--- config.mk ---
export PLATFORM = sky130hd
export DESIGN_NAME = flash_write_status_reporter
export DESIGN_NICKNAME = d
export VERILOG_FILES = /design/src/verilog/flash_write_status_reporter.v
export VERILOG_INCLUDE_DIRS = /design/src /design/src/verilog
export SDC_FILE = /design/constraint.sdc
export NUM_CORES = 1
export LEC_CHECK = 0
export ABC_AREA = 1
export CORE_MARGIN = 2
export CORE_UTILIZATION = 65
export CTS_CLUSTER_DIAMETER = 120
export DETAILED_ROUTE_END_ITERATION = 8
export DONT_BUFFER_PORTS = 1
export MAX_ROUTING_LAYER = met4
export PLACE_DENSITY_LB_ADDON = 0.15
export SYNTH_ARGS = -nofsm -noshare
export SYNTH_HDL_FRONTEND = slang
export SYNTH_SLANG_ARGS = --single-unit
export TNS_END_PERCENT = 20
--- constraint.sdc ---
create_clock -name core_clk -period 2.8 [get_ports core_clk]
set_clock_uncertainty 0.05 [all_clocks]
set_input_delay 0.56 -clock core_clk [delete_from_list [all_inputs] [get_ports core_clk]]
set_output_delay 0.56 -clock core_clk [all_outputs]
set_load 0.05 [all_outputs]
--- src/verilog/flash_host_defs.vh ---
/*
  Constants for the flash host controller: command codes, unlock addresses,
  status bit positions and bus timing counts.
  Assumes a 25 MHz core clock and a word-wide parallel NOR flash.
*/
`ifndef FLASH_HOST_DEFS_VH
`define FLASH_HOST_DEFS_VH

`define CLK_PERIOD_NS 40
// Write strobe low time and read access time, in ns
`define WR_PULSE_NS 80
`define RD_ACCESS_NS 120
`define WR_PULSE_CYC ((`WR_PULSE_NS + `CLK_PERIOD_NS - 1) / `CLK_PERIOD_NS)
`define RD_ACCESS_CYC ((`RD_ACCESS_NS + `CLK_PERIOD_NS - 1) / `CLK_PERIOD_NS)

// Unlock addresses and command bytes (word mode)
`define ADDR_UNLOCK1 20'h0_0555
`define ADDR_UNLOCK2 20'h0_02AA
// Low twelve bits of the first unlock address, for bank-qualified cycles
`define ADDR_UNLOCK1_LOW 12'h555
`define CMD_UNLOCK1 8'hAA
`define CMD_UNLOCK2 8'h55
`define CMD_PROGRAM 8'hA0
`define CMD_ERASE_SETUP 8'h80
`define CMD_SECTOR_ERASE 8'h30
`define CMD_RESET 8'hF0
`define CMD_ERASE_SUSPEND 8'hB0
`define CMD_ERASE_RESUME 8'h30
`define CMD_BYPASS_ENTER 8'h20
`define CMD_BYPASS_EXIT1 8'h90
`define CMD_BYPASS_EXIT2 8'h00
`define CMD_AUTOSELECT 8'h90

// Status bit positions on the data bus
`define BIT_DATA_POLLING 7
`define BIT_TOGGLE_ONE 6
`define BIT_TIMING_LIMIT 5
`define BIT_ERASE_TIMER 3
`define BIT_TOGGLE_TWO 2

// Sector field and autoselect answers
`define SECTOR_MSB 19
`define SECTOR_LSB 12
`define FACTORY_LOCKED 8'h81
`define SECTOR_PROTECTED 8'h01

// User operation codes
`define OP_READ 4'h0
`define OP_PROGRAM 4'h1
`define OP_SECTOR_ERASE 4'h2
`define OP_RESET 4'h3
`define OP_SUSPEND 4'h4
`define OP_RESUME 4'h5
`define OP_BYPASS_ENTER 4'h6
`define OP_BYPASS_PROGRAM 4'h7
`define OP_BYPASS_EXIT 4'h8
`define OP_AUTOSELECT 4'h9

`endif

--- src/verilog/flash_write_status_reporter.v ---
/*
  Host-side controller for a dual-bank parallel NOR flash: runs command
  sequences as bus writes, reads, and polls program/erase status bits.
  Assumes the flash pins are wired straight to the ports; data bus is
  two-way (in/out/enable), ready/busy input already pulled up outside.
*/
// Operation
// - Command cycles are writes except reads
// - Reset command leaves autoselect or timeout
// - Bypass program needs entry; exit sequence leaves
// - Suspend only during erase, with bank address
// - Recheck polling bit after timing limit; code rechecks toggle bit one (bit 6) instead, never the data polling bit
// - Status reads must address busy bank
`timescale 1ns/1ps
`include "flash_host_defs.vh"

module flash_write_status_reporter (
  input wire core_clk,
  input wire sys_rst,
  input wire op_valid,
  input wire [3:0] op_code,
  input wire [19:0] op_addr,
  input wire [15:0] op_data,
  output reg op_ready,
  output reg op_done,
  output reg op_fail,
  output reg [15:0] op_rdata,
  output reg [19:0] flash_addr,
  output reg [15:0] flash_dq_out,
  input wire [15:0] flash_dq_in,
  output reg flash_dq_oe,
  output reg flash_ce_n,
  output reg flash_we_n,
  output reg flash_oe_n,
  input wire ready_busy_n
);

  localparam ST_IDLE = 3'd0;
  localparam ST_WSET = 3'd1;
  localparam ST_WLOW = 3'd2;
  localparam ST_WEND = 3'd3;
  localparam ST_RLOW = 3'd4;
  localparam ST_REND = 3'd5;

  reg [2:0] state_reg;
  reg [3:0] op_reg;
  reg [19:0] addr_reg;
  reg [15:0] data_reg;
  reg [2:0] step_reg;
  reg [2:0] cnt_reg;
  reg polling_reg;
  reg [7:0] prev_reg;
  reg first_read_reg;
  reg limit_seen_reg;

  // Cycle count of a sequence and the address/data of each write cycle
  reg [2:0] n_cycles;
  reg [19:0] cyc_addr;
  reg [15:0] cyc_data;
  reg cyc_is_read;
  always @* begin
    n_cycles = 3'd1;
    cyc_addr = `ADDR_UNLOCK1;
    cyc_data = {8'h00, `CMD_RESET};
    cyc_is_read = 1'b0;
    case (op_reg)
      `OP_READ: begin
        cyc_addr = addr_reg;
        cyc_is_read = 1'b1;
      end
      `OP_RESET: cyc_data = {8'h00, `CMD_RESET};
      `OP_SUSPEND: begin
        // Bank address carried in upper address bits
        cyc_addr = addr_reg;
        cyc_data = {8'h00, `CMD_ERASE_SUSPEND};
      end
      `OP_RESUME: begin
        cyc_addr = addr_reg;
        cyc_data = {8'h00, `CMD_ERASE_RESUME};
      end
      `OP_BYPASS_PROGRAM: begin
        n_cycles = 3'd2;
        cyc_addr = (step_reg == 3'd0) ? `ADDR_UNLOCK1 : addr_reg;
        cyc_data = (step_reg == 3'd0) ? {8'h00, `CMD_PROGRAM} : data_reg;
      end
      `OP_BYPASS_EXIT: begin
        n_cycles = 3'd2;
        cyc_data = (step_reg == 3'd0) ? {8'h00, `CMD_BYPASS_EXIT1} :
          {8'h00, `CMD_BYPASS_EXIT2};
      end
      default: begin
        // Unlocked sequences: AA, 55, then command; program/autoselect add an operand, sector erase adds AA, 55, 30
        n_cycles = 3'd3;
        if (op_reg == `OP_PROGRAM || op_reg == `OP_AUTOSELECT)
          n_cycles = 3'd4;
        if (op_reg == `OP_SECTOR_ERASE)
          n_cycles = 3'd6;
        case (step_reg)
          3'd0: cyc_data = {8'h00, `CMD_UNLOCK1};
          3'd1: begin
            cyc_addr = `ADDR_UNLOCK2;
            cyc_data = {8'h00, `CMD_UNLOCK2};
          end
          3'd2: begin
            // Bank bits of the target kept on the third cycle
            cyc_addr = {addr_reg[19:12], `ADDR_UNLOCK1_LOW};
            if (op_reg == `OP_PROGRAM) cyc_data = {8'h00, `CMD_PROGRAM};
            else if (op_reg == `OP_SECTOR_ERASE) cyc_data = {8'h00, `CMD_ERASE_SETUP};
            else if (op_reg == `OP_AUTOSELECT) cyc_data = {8'h00, `CMD_AUTOSELECT};
            else cyc_data = {8'h00, `CMD_BYPASS_ENTER};
          end
          3'd3: begin
            if (op_reg == `OP_SECTOR_ERASE) begin
              cyc_data = {8'h00, `CMD_UNLOCK1};
            end else begin
              // Program operand is full word; autoselect is a read
              cyc_addr = addr_reg;
              cyc_data = data_reg;
              cyc_is_read = (op_reg == `OP_AUTOSELECT);
            end
          end
          3'd4: begin
            cyc_addr = `ADDR_UNLOCK2;
            cyc_data = {8'h00, `CMD_UNLOCK2};
          end
          default: begin
            // Sector selected by bits 19..12
            cyc_addr = {addr_reg[`SECTOR_MSB:`SECTOR_LSB], 12'h000};
            cyc_data = {8'h00, `CMD_SECTOR_ERASE};
          end
        endcase
      end
    endcase
  end

  // Sequencer: write cycles, reads, then status polling
  always @(posedge core_clk) begin
    if (sys_rst) begin
      state_reg <= ST_IDLE;
      op_reg <= 4'h0;
      addr_reg <= 20'h0_0000;
      data_reg <= 16'h0000;
      step_reg <= 3'd0;
      cnt_reg <= 3'd0;
      polling_reg <= 1'b0;
      prev_reg <= 8'h00;
      first_read_reg <= 1'b0;
      limit_seen_reg <= 1'b0;
      op_ready <= 1'b0;
      op_done <= 1'b0;
      op_fail <= 1'b0;
      op_rdata <= 16'h0000;
      flash_addr <= 20'h0_0000;
      flash_dq_out <= 16'h0000;
      flash_dq_oe <= 1'b0;
      flash_ce_n <= 1'b1;
      flash_we_n <= 1'b1;
      flash_oe_n <= 1'b1;
    end else begin
      op_done <= 1'b0;
      case (state_reg)
        ST_IDLE: begin
          op_ready <= 1'b1;
          if (op_valid) begin
            op_ready <= 1'b0;
            op_reg <= op_code;
            addr_reg <= op_addr;
            data_reg <= op_data;
            step_reg <= 3'd0;
            polling_reg <= 1'b0;
            state_reg <= ST_WSET;
          end
        end
        ST_WSET: begin
          // Address driven on the same edge that chip select falls
          flash_addr <= polling_reg ? addr_reg : cyc_addr;
          flash_ce_n <= 1'b0;
          cnt_reg <= 3'd0;
          if (polling_reg || cyc_is_read) begin
            flash_oe_n <= 1'b0;
            state_reg <= ST_RLOW;
          end else begin
            flash_dq_out <= cyc_data;
            flash_dq_oe <= 1'b1;
            flash_we_n <= 1'b0;
            state_reg <= ST_WLOW;
          end
        end
        ST_WLOW: begin
          cnt_reg <= cnt_reg + 3'd1;
          if (cnt_reg == `WR_PULSE_CYC - 1) begin
            // Write strobe rises first, data held across it
            flash_we_n <= 1'b1;
            state_reg <= ST_WEND;
          end
        end
        ST_WEND: begin
          flash_ce_n <= 1'b1;
          flash_dq_oe <= 1'b0;
          step_reg <= step_reg + 3'd1;
          state_reg <= ST_WSET;
          if (step_reg == n_cycles - 3'd1) begin
            // Status valid after final strobe; poll program/erase
            first_read_reg <= 1'b1;
            limit_seen_reg <= 1'b0;
            if (op_reg == `OP_PROGRAM || op_reg == `OP_SECTOR_ERASE ||
                op_reg == `OP_BYPASS_PROGRAM)
              polling_reg <= 1'b1;
            else begin
              op_done <= 1'b1;
              state_reg <= ST_IDLE;
            end
          end
        end
        ST_RLOW: begin
          cnt_reg <= cnt_reg + 3'd1;
          if (cnt_reg == `RD_ACCESS_CYC - 1) begin
            flash_oe_n <= 1'b1;
            flash_ce_n <= 1'b1;
            state_reg <= ST_REND;
            prev_reg <= flash_dq_in[7:0];
            first_read_reg <= 1'b0;
            if (!polling_reg) begin
              // Plain read or autoselect answer
              op_rdata <= flash_dq_in;
              op_done <= 1'b1;
            end else if (!first_read_reg &&
                flash_dq_in[`BIT_TOGGLE_ONE] == prev_reg[`BIT_TOGGLE_ONE]) begin
              // Toggle bit one stopped: done; this read gives whole word
              // Busy-bank address kept for every poll
              op_rdata <= flash_dq_in;
              op_fail <= 1'b0;
              op_done <= 1'b1;
              polling_reg <= 1'b0;
            end else if (limit_seen_reg) begin
              // Still toggling after limit flag and recheck: failed
              op_rdata <= flash_dq_in;
              op_fail <= 1'b1;
              op_done <= 1'b1;
              polling_reg <= 1'b0;
            end else if (!first_read_reg && flash_dq_in[`BIT_TIMING_LIMIT]) begin
              // Recheck once more before failing
              limit_seen_reg <= 1'b1;
            end
          end
        end
        ST_REND: begin
          // Each poll is a fresh chip-select read so toggle bits advance
          state_reg <= (polling_reg) ? ST_WSET : ST_IDLE;
        end
        default: state_reg <= ST_IDLE;
      endcase
    end
  end

endmodule

Yosys cells after proc, flatten, opt, wreduce, memory -nomap -nowiden
Index checks and enable logic that the tools add are counted.

storage, ports and cells
  bits in registers = 118
  input bits = 60
  output and inout port bits = 59
  word-level logic and storage cells = 166

cells by class
  $add $sub $neg = 3
  eq/ne operators = 31
  muxes and demuxes = 70
  bitwise logic cells = 1
  reductions and logical operators = 41

operators with widths
  kind                                                  count
  two-way mux 16 bit                                    5
  one-hot mux 16 bit (5 select lines)                   1
  one-hot mux 20 bit (4 select lines)                   1
  one-hot mux 16 bit (4 select lines)                   1
  two-way mux 20 bit                                    3
  one-hot mux 20 bit (3 select lines)                   1
  two-way mux 1 bit                                     34
  two-way mux 8 bit                                     4
  two-way mux 3 bit                                     7
  inequality test 2 bit (second input constant)         9
  one-hot mux 3 bit (2 select lines)                    3
  one-hot mux 3 bit (6 select lines)                    1
  equality test 3 x 2 -> 1 bit (second input constant)  5
  AND reduction 3 bit                                   5
  one-hot mux 1 bit (2 select lines)                    7
  nonzero test 2 bit                                    7
  equality test 4 x 3 -> 1 bit (second input constant)  3
  AND reduction 2 bit                                   6
  AND reduction 5 bit                                   2
  OR reduction 2 bit                                    5
  equality test 3 x 1 -> 1 bit (second input constant)  3
  equality test 3 bit (second input constant)           3
  equality test 4 x 2 -> 1 bit (second input constant)  2
  equality test 4 bit (second input constant)           2
  other kinds (18)                                      26

Logic depth before layout (Yosys ltp)
  depth in word-level cells = 9
  depth in mapped cells = 19

Worst setup path before layout
OpenSTA, ideal clock, no wires.

  kind = register -> register
  start = register op_reg[3]
  end = register limit_seen_reg
  data arrival time = 1703 ps
  data required time = 2639 ps
  path slack = 936 ps
  cell stages (with the launch flop) = 19
  buffers on the path = 0
  period minus slack after synthesis = 1864 ps
  path through = dfxtp_1 -> inv_2 -> nand2_1 -> nor2_4 -> nor2_2 -> nand2_1 -> ha_1 -> inv_1 -> nand2_1 -> nand2_1 -> inv_1 -> nand2_1 -> nand2_1 -> nor2_1 -> nand2_1 -> nand2_2 -> nand3_1 -> nand2_1 -> nor2_1

between the ends
  longest elaborated chain between the ends = 9

ends and longest elaborated chain
  element                                                                                      line                               text
  start, declared                                                                              flash_write_status_reporter.v:46   reg [3:0] op_reg;
  start signal, assigned                                                                       flash_write_status_reporter.v:166  op_reg <= op_code;
  equality test 4 x 1 -> 1 bit (no source line) / equality test 4 bit (equally long branches)  n/a
  logical OR 1 bit (no source line)                                                            n/a
  two-way mux 3 bit                                                                            flash_write_status_reporter.v:94   if (op_reg == `OP_PROGRAM || op_reg == `OP_AUTOSELECT)
  two-way mux 3 bit                                                                            flash_write_status_reporter.v:96   if (op_reg == `OP_SECTOR_ERASE)
  one-hot mux 3 bit (2 select lines) *                                                         flash_write_status_reporter.v:66   case (op_reg)
  subtractor 3 x 1 -> 3 bit *                                                                  flash_write_status_reporter.v:202  if (step_reg == n_cycles - 3'd1) begin
  equality test 3 bit *                                                                        flash_write_status_reporter.v:202
  inequality test 2 bit (no source line) *                                                     n/a
  AND reduction 5 bit (no source line) *                                                       n/a
  end signal, assigned                                                                         flash_write_status_reporter.v:148  limit_seen_reg <= 1'b0;
  end signal, assigned                                                                         flash_write_status_reporter.v:205  limit_seen_reg <= 1'b0;
  end signal, assigned                                                                         flash_write_status_reporter.v:243  limit_seen_reg <= 1'b1;
  end, declared                                                                                flash_write_status_reporter.v:54   reg limit_seen_reg;

Mark *: on every way between the ends. The rest lies on a longest branch, timed or not.
A chain may end at the register's enable or synchronous reset.

Worst setup path after layout
  start = register state_reg[2]
  end = register flash_addr[1]

between the ends
  longest elaborated chain between the ends = 1

ends and longest elaborated chain
  element                       line                               text
  start, declared               flash_write_status_reporter.v:45   reg [2:0] state_reg;
  start signal, assigned        flash_write_status_reporter.v:249  state_reg <= (polling_reg) ? ST_WSET : ST_IDLE;
  equality test 3 x 1 -> 1 bit  flash_write_status_reporter.v:161  case (state_reg)
  end signal, assigned          flash_write_status_reporter.v:176  flash_addr <= polling_reg ? addr_reg : cyc_addr;
  end, declared                 flash_write_status_reporter.v:28   output reg [19:0] flash_addr,

Every way passes these cells.

==> impl_results.md <==
- Status: complete, no violations
- Slew Limit Fails: 0
- Adder-cell share of the synthesized area: 2.31%
- Cells after Synth: 682
- Worst path most repeated cell: a21oi_1
- Global route overflow: 0
- Post-synthesis cell area: 4880 um2
- Die extent in x: 90.7 um
- Die height: 90.7 um
- Avg WL per Cell: 15.2 um
- Yosys top cell area share: 45.9%
- P&R area growth vs syn: 4.28%
- DRC viols: 0
- Main combinational cell family by area after synthesis: simple AND/OR/NAND/NOR gates
- Final #Nets: 737
- Ranking of synthesized cells by area: dfxtp_1 (46%), nand2_1 (12%), a21oi_1 (10%), o21ai_0 (7.1%), nor2_1 (5.3%)
- Post-route worst setup slack: 494 ps
- Post-Syn Area per Cell: 7.16 um2
- Vias: 4384
- Unrepaired setup endpoints after global routing: false
- Worst-path fanout max: 18
- CTS Hold Bufs: 0
- Total power: 0.00582 W
- Post-route setup TNS: 0 ps
- Setup crit start kind: register
- Post-synthesis sequential area ratio: 45.9%
- Worst stage delay on the critical path: 590 ps
- CTS Root Cell: clkbuf_8
- Input/output buffers: 0
- Power per standard cell area: 1140 nW/um2
- Initial Util: 67.3%
- Longest Clk Path Bufs: 2
- Critical Path Source: state_reg[2]
- Yosys cell types: 31
- Worst min-delay path class: in2reg
- Max H-tree Level: 3
- Post-Synth Simple-Gate Area: 24.1%
- Vias per cell: 5.69
- Proportion of synthesized area in mux cells: 0%
- Fin crit share: 82.4%
- DRT Pass-1 Iters: 5
- CP max stage cell: clkinv_1
- ANT nets after route: 0
- RePlAce Congestion: 0.912
- Synth Area in Compound Gates: 20.4%
- Skew-Pair Late Insertion Delay: 370 ps
- First-pass GRT wire length: 20100 um
- Final min period: 2310 ps
- Relative slew slack: 54.6%
- Area of the die: 8220 um2
- Kind of critical path: reg2reg
- Detailed placement HPWL: 8390 um
- Ant diodes: 0
- Drt total wl: 11700 um
- Final setup fails: 0
- Max_cap viols: 0
- Fin Hold WS: 204 ps
- Pin count of the biggest net entering global routing: 53
- Setup bufs post-CTS: 0
- Crit end category: register
- Inserted Clock Buffers: 9
- Initial antenna violation count: 0
- Synth Warn #: 0
- Hold Crit Start: sys_rst
- CP required: 2990 ps
- Mapped Nets: 751
- Row count: 31
- Cell taking the most area after synthesis: dfxtp_1
- Final core occ: 70.2%
- Leak: 2.04 nW
- TritonCTS clock tree: done
- Worst Path Arrival: 2500 ps
- Vias in the first global route: 4399
- Placement Setup Slack: 536 ps
- # resized after CTS: 0
- RR Startpoint: state_reg[2]
- Worst vdd ir: 678 uV
- Core Area: 7250 um2
- DRT iter0 DRCs: 224
- Crit path cell chain: inv_1 -> nand2_1 -> nor2_2 -> clkinv_1 -> a21oi_1 -> a21oi_1
- Worst-Margin Slew: 681 ps
- Synthesis-stage register bit count: 112
- XOR/XNOR Fraction of Synth Area: 0.179%
- Reg clk slew, reported paths: 100 ps
- Total GRT Usage: 30.6%
- Fraction of layout instances using a drive strength above 1: 6.85%
- Io pins: 119
- CTS sink cnt: 112
- Fmax: 434 MHz
- Final hold viol count: 0
## path summary, 6_finish.rpt
path                                       end  slack, ps  depth (start not counted)
worst max-delay path             flash_addr[1]        490                          6
worst min register to register     data_reg[0]        400                          2
worst min-delay path            flash_addr[16]        200                          1
worst max register to register   flash_addr[1]        490                          6
## metrics by stage
stage | cells | area, um2
after global routing | 771 | 5090
final | 771 | 5090
after floorplan | 682 | 4880
after detailed placement | 756 | 4930
after CTS | 771 | 5090
after global placement | 756 | 4930
## worst max-delay path: cells and delay by family (launching register included)
| kind | cells | cell delay [ps] |
|---|---|---|
| and+or+nand+nor | 2 | 460 |
| DFF | 1 | 360 |
| buffers and inverters | 2 | 680 |
| AOI/OAI and AO/OA | 2 | 630 |
## cells in the final DEF (no fill, tap or decap), drive strengths merged, types with 4 or more instances in the layout
cell	instances
nand2	163
nand3	30
o211ai	5
nor3	4
nor2	77
a21oi	98
dfxtp	112
buf	5
ha	9
clkbuf	11
inv	59
o21ai	76
o21a	4
## per-layer routing
layer  vias up  track usage, %  share of wire [%]
met5         -               -                  0
met4         0            10.9                2.0
met3        25            8.60                7.8
met2       161            50.4                 49
met1      1997            35.8                 41
li1       2201               -                  -
## kinds of logic (layout without fill, tap and decap cells)
group,count (synthesis),count (layout)
AO/OA/AOI/OAI,191,191
AND/OR/NAND/NOR,280,280
XOR/XNOR,1,1
flip-flops,112,112
adder cells (fa/ha/maj),9,9
buffers and inverters,89,79
## synthesized netlist by cell type
master,instances
nand2_1,157
dfxtp_1,112
a21oi_1,98
nor2_1,69
o21ai_0,69
inv_1,49
nand3_1,29
clkbuf_1,23
ha_1,9
inv_2,9
nor2_2,7
o21ai_1,7
nand2_2,5
o211ai_1,5
buf_2,4
nor3_1,4
o21a_1,4
buf_4,3
o22ai_1,3
nand4_1,2
o21bai_1,2
o31ai_1,2
or2_2,2
a211oi_1,1
clkinv_1,1
nand2_4,1
nand3_2,1
nand3b_1,1
nand4_4,1
nor2_4,1
xnor2_1,1
## power breakdown
| part | internal [W] | switching (W) | leakage [nW] |
|---|---|---|---|
| Combinational | 0.000640 | 0.00138 | 1.05 |
| Clock | 0.000324 | 0.000522 | 0.0798 |
| Sequential | 0.00199 | 0.000967 | 0.914 |
## cell type report
cell class	count	area, um2
clock inverters	4	30.0
clock buffers	11	131
multi-input cells	481	2290
inverters	59	221
flip-flops and latches	112	2240
repair buffers	5	50.0
fillers	612	2160
well taps	99	124
Note: power is estimated with default switching activity, not from simulation.
